--- src/dmbl_pkg.sv ---
// Shared constants for the delta modulator bit logic.
// How it works
// - Keep three newest bits; coincidence pin pulls low when all three match.
// - History shifts once per falling bit-clock edge, taking the selected source.
// - Serial output changes only at a falling bit-clock edge, showing the inverse of the newest bit.
// - Encode: output low if analog input above feedback, high otherwise.
// - Mode high loads the comparator result; mode low loads the data input.
// - Decode: output is the inverse of data input sampled at last fall.
// - Slope direction sources current when newest bit is one, sinks otherwise.
// - One bit per bit-clock period; bit rate equals that clock rate.
// - Output looped to data input in decode toggles every falling edge.
// - Idle encoder loop settles into a one-zero alternation on the output.
package dmbl_pkg;
  localparam int unsigned HIST_W     = 3;
  localparam int unsigned FIFO_W     = 1;
  localparam int unsigned FIFO_DEPTH = 16;
  localparam logic [2:0]  HIST_RST   = 3'h0;
  // The bit-clock sync chain starts at the clock's high level, so release sees no false fall.
  localparam logic [1:0]  BCLK_SYNC_RST = 2'h3;
  localparam logic        BCLK_PREV_RST = 1'b1;
  // Output and flag reset values match the all-zero history above.
  localparam logic        DOUT_RST      = 1'b1;
  localparam logic        COINC_OE_RST  = 1'b1;
endpackage : dmbl_pkg

--- src/dmbl_bit_logic.sv ---
// Bit-level core of the delta modulator: source select, history, outputs.
`timescale 1ns/100ps
module dmbl_bit_logic (
  input  wire logic clk_i,
  input  wire logic rst_i,
  input  wire logic bit_clk_i,
  input  wire logic cmp_ain_gt_fb_i,
  input  wire logic data_in_i,
  input  wire logic mode_encode_i,
  output logic      data_out_o,
  output logic      slope_src_o,
  input  wire logic coinc_n_i,
  output logic      coinc_n_o,
  output logic      coinc_n_oe_o,
  output logic      bit_strobe_o,
  output logic      bit_fifo_data_o,
  output logic      bit_fifo_valid_o,
  input  wire logic bit_fifo_ready_i,
  output logic      bit_fifo_in_ready_o
);
  typedef struct packed {
    logic [1:0]                     clk_sync;
    logic                           clk_prev;
    logic [1:0]                     cmp_sync;
    logic [1:0]                     data_sync;
    logic [1:0]                     mode_sync;
    logic [dmbl_pkg::HIST_W-1:0]    hist;
    logic                           dout;
    logic                           slope;
    logic                           coinc_oe;
    logic                           strobe;
    logic                           push;
    logic                           push_bit;
    logic                           fifo_dout;
    logic                           fifo_vld;
    logic                           fifo_rdy;
  } dmbl_core_s;

  dmbl_core_s state_ff;
  dmbl_core_s nxt_state;
  logic       fall;
  logic       sel_bit;
  logic       fifo_in_ready;
  logic       fifo_data;
  logic       fifo_valid;

  // Pins are synchronised; only the second stage of each chain is read.
  assign fall    = state_ff.clk_prev & ~state_ff.clk_sync[1];
  assign sel_bit = state_ff.mode_sync[1] ? state_ff.cmp_sync[1]
                                         : state_ff.data_sync[1];

  // Next state: shift once per falling edge, outputs follow the new history.
  always_comb begin
    nxt_state           = state_ff;
    nxt_state.clk_sync  = {state_ff.clk_sync[0], bit_clk_i};
    nxt_state.clk_prev  = state_ff.clk_sync[1];
    nxt_state.cmp_sync  = {state_ff.cmp_sync[0], cmp_ain_gt_fb_i};
    nxt_state.data_sync = {state_ff.data_sync[0], data_in_i};
    nxt_state.mode_sync = {state_ff.mode_sync[0], mode_encode_i};
    nxt_state.strobe    = fall;
    nxt_state.push      = fall;
    nxt_state.push_bit  = sel_bit;
    // FIFO head is registered here so every top output except the tied-low coinc_n_o comes from a flip-flop.
    nxt_state.fifo_dout = fifo_data;
    nxt_state.fifo_vld  = fifo_valid;
    nxt_state.fifo_rdy  = fifo_in_ready;
    if (fall) begin
      nxt_state.hist  = {state_ff.hist[dmbl_pkg::HIST_W-2:0], sel_bit};
      // Output is the inverted newest bit, so a loop back toggles it.
      nxt_state.dout  = ~sel_bit;
      nxt_state.slope = sel_bit;
    end
    // Flag tracks whatever the history holds next, newest stage included.
    nxt_state.coinc_oe = (&nxt_state.hist) | ~(|nxt_state.hist);
  end

  // Registered state; the history reset value is arbitrary but defined.
  always_ff @(posedge clk_i) begin
    if (rst_i) begin
      state_ff          <= '0;
      state_ff.clk_sync <= dmbl_pkg::BCLK_SYNC_RST;
      state_ff.clk_prev <= dmbl_pkg::BCLK_PREV_RST;
      state_ff.hist     <= dmbl_pkg::HIST_RST;
      state_ff.coinc_oe <= dmbl_pkg::COINC_OE_RST;
      state_ff.dout     <= dmbl_pkg::DOUT_RST;
    end else begin
      state_ff <= nxt_state;
    end
  end

  // Copy of every produced bit for a user stream; a full FIFO drops bits.
  dmbl_fifo #(
    .W     (dmbl_pkg::FIFO_W),
    .DEPTH (dmbl_pkg::FIFO_DEPTH)
  ) u_fifo (
    .clk_i       (clk_i),
    .rst_i       (rst_i),
    .in_data_i   (state_ff.push_bit),
    .in_valid_i  (state_ff.push),
    .in_ready_o  (fifo_in_ready),
    .out_data_o  (fifo_data),
    .out_valid_o (fifo_valid),
    .out_ready_i (bit_fifo_ready_i)
  );

  // Top outputs are plain copies of state flip-flops, except coinc_n_o, which is tied low.
  assign data_out_o          = state_ff.dout;
  assign slope_src_o         = state_ff.slope;
  assign coinc_n_o           = 1'b0;
  assign coinc_n_oe_o        = state_ff.coinc_oe;
  assign bit_strobe_o        = state_ff.strobe;
  assign bit_fifo_data_o     = state_ff.fifo_dout;
  assign bit_fifo_valid_o    = state_ff.fifo_vld;
  assign bit_fifo_in_ready_o = state_ff.fifo_rdy;

  // The sensed coincidence level is not needed internally.
  logic unused_coinc;
  assign unused_coinc = coinc_n_i;
endmodule : dmbl_bit_logic

--- src/dmbl_fifo.sv ---
// Small synchronous FIFO with valid and ready on both sides.
`timescale 1ns/100ps
module dmbl_fifo #(
  parameter int unsigned W     = 1,
  parameter int unsigned DEPTH = 16
) (
  input  wire logic         clk_i,
  input  wire logic         rst_i,
  input  wire logic [W-1:0] in_data_i,
  input  wire logic         in_valid_i,
  output logic              in_ready_o,
  output logic [W-1:0]      out_data_o,
  output logic              out_valid_o,
  input  wire logic         out_ready_i
);
  localparam int unsigned AW = $clog2(DEPTH);

  typedef struct packed {
    logic [DEPTH-1:0][W-1:0] mem;
    logic [AW-1:0]           wr_ptr;
    logic [AW-1:0]           rd_ptr;
    logic [AW:0]             count;
  } dmbl_fifo_s;

  dmbl_fifo_s state_ff;
  dmbl_fifo_s nxt_state;
  logic       push;
  logic       pop;

  // Full and empty come straight from the stored count, so they never lie.
  assign in_ready_o  = (state_ff.count != (AW+1)'(DEPTH));
  assign out_valid_o = (state_ff.count != '0);
  assign out_data_o  = state_ff.mem[state_ff.rd_ptr];
  assign push        = in_valid_i & in_ready_o;
  assign pop         = out_valid_o & out_ready_i;

  // Pointer and count update; simultaneous push and pop keep the count.
  always_comb begin
    nxt_state = state_ff;
    if (push) begin
      nxt_state.mem[state_ff.wr_ptr] = in_data_i;
      nxt_state.wr_ptr = state_ff.wr_ptr + AW'(1);
    end
    if (pop) begin
      nxt_state.rd_ptr = state_ff.rd_ptr + AW'(1);
    end
    case ({push, pop})
      2'b10:   nxt_state.count = state_ff.count + (AW+1)'(1);
      2'b01:   nxt_state.count = state_ff.count - (AW+1)'(1);
      default: nxt_state.count = state_ff.count;
    endcase
  end

  // Storage is not cleared on reset; only the pointers and the count are.
  always_ff @(posedge clk_i) begin
    if (rst_i) begin
      state_ff        <= nxt_state;
      state_ff.wr_ptr <= '0;
      state_ff.rd_ptr <= '0;
      state_ff.count  <= '0;
    end else begin
      state_ff <= nxt_state;
    end
  end
endmodule : dmbl_fifo

--- config.mk ---
export PLATFORM = sky130hd
export DESIGN_NAME = dmbl_bit_logic
export DESIGN_NICKNAME = d
export VERILOG_FILES = /design/src/dmbl_pkg.sv /design/src/dmbl_bit_logic.sv /design/src/dmbl_fifo.sv
export SDC_FILE = /design/constraint.sdc
export NUM_CORES = 1
export LEC_CHECK = 0
export ABC_AREA = 1
export ABC_CLOCK_PERIOD_IN_PS = 2800
export BUFFER_PORTS_ARGS = -buffer_cell sky130_fd_sc_hd__clkbuf_2
export CAP_MARGIN = 20
export CORE_ASPECT_RATIO = 1.25
export CORE_MARGIN = 1.5
export CORE_UTILIZATION = 55
export CTS_CLUSTER_SIZE = 25
export DETAILED_ROUTE_END_ITERATION = 16
export GPL_ROUTABILITY_DRIVEN = 0
export PLACE_DENSITY = 0.76
export SETUP_SLACK_MARGIN = 0.2
export SLEW_MARGIN = 20
export SYNTH_ARGS = -nofsm -noshare
export SYNTH_HDL_FRONTEND = slang
export SYNTH_SLANG_ARGS = --single-unit
--- constraint.sdc ---
create_clock -name clk_i -period 2.8 [get_ports clk_i]
set_input_delay 0.28 -clock clk_i [delete_from_list [all_inputs] [get_ports clk_i]]
set_output_delay 0.28 -clock clk_i [all_outputs]
set_load 0.01 [all_outputs]
==> impl_metrics.csv <==
group,metric,value,unit
clock_network,cts_buffers,5,
place,dp.final_hpwl,2460,um
routing,wire_per_inst,10.9,um
pwr,p_switching,0.000596,W
logic_synthesis,synth_largest_area_cell,"dfxtp_1",
setup_path,r2r_slack,0.54,ns
cells_and_area,final_area,2320,um2
clock_network,cts_hold_buffers,0,
logic_synthesis,synthMuxAreaShare,0,
worst_hold_path,hp-start,"data_in_i",
logic_synthesis,synthXorXnorAreaFrac,0.0203,
global_routing,antenna_found_initial,0,
cells_and_area,fin_util,0.618,
pwr,p_int,0.00119,W
logic_synthesis,syn-num-nets,276,
place,numPortBuffers,13,
logic_synthesis,synth_fa_ha_area_frac,0.0616,
setup_path,cp-end-kind,"register",
pwr,power_leakage,1.08,nW
pwr,power_density,769,nW/um2
routing,dr.first_iter.drc_count,45,
cells_and_area,layout-drive-gt1-share,0.114,
sta,period_share,0.806,
global_routing,grt_pass1_vias,1442,
logic_synthesis,synth_compound_area_frac,0.0604,
pwr,clkPwrFrac,0.249,
logic_synthesis,ys_types,24,
logic_synthesis,synthSimpleGateAreaFrac,0.233,
setup_path,slowest_delay,0.37,ns
pwr,p_sw_frac,0.334,
setup_path,crit_top_cell,"nand2_1",
clock_network,cts_tree,"built",
floorplanning,core_area,3750,um2
clock_network,cts_resized,0,
routing,vias,1543,
logic_synthesis,synth_top_cells_by_area,"dfxtp_1 (31%), edfxtp_1 (22%), nand2_1 (11%), inv_1 (6.6%), nor2_1 (5.9%)",
pwr,combPwrFrac,0.263,
setup_path,reg2reg_to,"u_fifo.state_ff[4]",
pwr,vdd_ir_drop_max,436,uV
global_routing,grt_max_degree,22,
place,dp_slack,0.579,ns
setup_path,cp.arrival,2.50,ns
global_routing,grt_usage,0.183,
sta,finalSetupTns,0,ns
sta,max_freq,443,MHz
routing,final_antenna_net_count,0,
floorplanning,die_w,59.0,um
setup_path,r2r_start,"u_fifo.state_ff[0]",
worst_hold_path,min_to,"nxt_state[15]",
sta,rsz0062_at_grt,"no",
sta,setup_viol,0,
floorplanning,initial_core_util,0.574,
clock_network,cts_root_buf,"clkbuf_8",
floorplanning,die_area,4300,um2
global_routing,grt_pass1_wl,5890,um
logic_synthesis,syn_avg_cell_area,8.35,um2
sta,fin_skew,0.00800,ns
routing,via_per_inst,4.93,
sta,setup_slack,0.542,ns
routing,drc,0,
sta,hold_ws,0.149,ns
cells_and_area,antennaDiodeCount,0,
floorplanning,io_pins,16,
setup_path,required,3.04,ns
logic_synthesis,synth_top_family_by_area,"simple AND/OR/NAND/NOR gates",
cells_and_area,final_net_count,290,
sta,layout_min_cycle_time,2.26,ns
logic_synthesis,ys_seq_elements,49,
global_routing,grt.overflow.total,0,
place,dpl_cell_area,2220,um2
worst_hold_path,whs_path_depth,3,
setup_path,crit_chain,"nor2_1 -> nand4_1 -> nand2_2 -> inv_1 -> ha_1 -> ha_1 -> or2_2 -> nand2_1 -> nand2_1 -> nand2_1 -> nand2_1 -> a21oi_1",
setup_path,startpoint,"u_fifo.state_ff[0]",
routing,drt-pass1-iter-count,4,
setup_path,path_class,"register to register",
logic_synthesis,synthesis.area,2150,um2
job,drv_cap,0,
setup_path,reg2reg_depth,12,
sta,hold_viol,0,
floorplanning,die_y,73.0,um
cells_and_area,syn2layout_area_growth,7.61,%
status,status,"finished, final reports clean",
sta,slew_violations,0,
setup_path,slowest_stage,"dfxtp_1",
logic_synthesis,ys_warn_count,0,
logic_synthesis,synth-seq-area-share,0.530,
pwr,p_seq_frac,0.488,
floorplanning,rows,25,
clock_network,clk_pin_slew,0.09,ns
logic_synthesis,synth_cells,258,
clock_network,clock_latency,0.30,ns
clock_network,htreeDepth,2,
logic_synthesis,synth_top_area_share,0.307,
setup_path,start_kind,"register",
routing,routed_wl,3420,um
clock_network,post_cts_buffers,0,
worst_hold_path,min_path_type,"input port to register",
setup_path,critPathMaxFanout,6,
clock_network,cts.sinks,49,
clock_network,cts.path.max_buffers,2,
cell families (layout without fill, tap and decap cells):
kind of cell             Yosys count  after routing
XOR/XNOR                           5              5
adder cells (fa/ha/maj)           10             10
other                              1              1
AO/OA/AOI/OAI                     26             26
AND/OR/NAND/NOR                  121            121
buffers and inverters             46             61
flip-flops                        49             49
power groups by stage:
stage | combinational, W | clock (W) | sequential [W]
after global placement | 0.000455 | 0 | 0.000885
after floorplan | 0.000406 | 0 | 0.000868
final | 0.000468 | 0.000444 | 0.000871
after global routing | 0.000543 | 0.000482 | 0.000883
after CTS | 0.000470 | 0.000454 | 0.000870
after detailed placement | 0.000465 | 0 | 0.000887
layout make-up:
| cell class | instances | area [um2] |
|---|---|---|
| inverters | 40 | 153 |
| well taps | 40 | 50.0 |
| fillers | 302 | 1440 |
| clock inverters | 2 | 15.0 |
| repair buffers | 13 | 65.1 |
| flip-flops and latches | 49 | 1140 |
| multi-input cells | 163 | 812 |
| clock buffers | 6 | 82.6 |
registers in the layout, summed over array words and instances (netlist names):
| name | count |
|---|---|
| u_fifo.state_ff | 29 |
| bit_fifo_in_ready_o | 1 |
| bit_fifo_data_o | 1 |
| slope_src_o | 1 |
| state_ff | 9 |
| coinc_n_oe_o | 1 |
| nxt_state | 5 |
| bit_fifo_valid_o | 1 |
| data_out_o | 1 |
metrics by stage:
| step | power [W] | cells |
|---|---|---|
| after floorplan | 0.00127 | 258 |
| after global placement | 0.00134 | 305 |
| after detailed placement | 0.00135 | 305 |
| after CTS | 0.00179 | 313 |
| after global routing | 0.00191 | 313 |
| final | 0.00178 | 313 |
synth_stat cells (all sizes together):
cell type and count:
edfxtp 16, conb 1, nand4 2, nor3 2, inv 40, o21ai 12, fa 1, nand3 14
buf 4, nand2 65, a21oi 14, nor2 35, xor2 4, or2 3, xnor2 1, clkbuf 2
dfxtp 33, ha 9
worst max-delay path by stage:
| stage | end |
|---|---|
| final | u_fifo.state_ff[4] |
| after global placement | u_fifo.state_ff[4] |
| after global routing | u_fifo.state_ff[3] |
| after CTS | u_fifo.state_ff[4] |
| after floorplan | u_fifo.state_ff[4] |
| after detailed placement | u_fifo.state_ff[4] |
per-layer routing:
| layer | global-route usage | wire length [um] |
|---|---|---|
| met5 | 0 | 0 |
| met4 | 0.0934 | 66 |
| met3 | 0.0443 | 95 |
| met2 | 0.311 | 1760 |
| met1 | 0.209 | 1500 |
cell usage in the layout (no fill, tap or decap):
cell type   n
conb_1      1
nor3_2      1
xor2_1      4
nand2_2     3
xnor2_1     1
edfxtp_1   16
or2_2       3
nor2_2      1
inv_6       1
nor3_1      1
o21ai_0    12
inv_1      38
nand4_1     2
dfxtp_1    33
clkbuf_8    6
fa_1        1
nand2_1    62
ha_1        9
inv_2       1
clkbuf_2   13
inv_4       2
a21oi_1    14
nand3_1    14
nor2_1     34
critical path, delay by kind of cell (launching register included):
kind | cells | cell delay, ns
compound gates | 1 | 0.10
flops | 1 | 0.37
buf+inv | 1 | 0.09
fa+ha+maj | 2 | 0.62
simple gates | 8 | 1.01
Note: power is estimated with default switching activity, not from simulation.
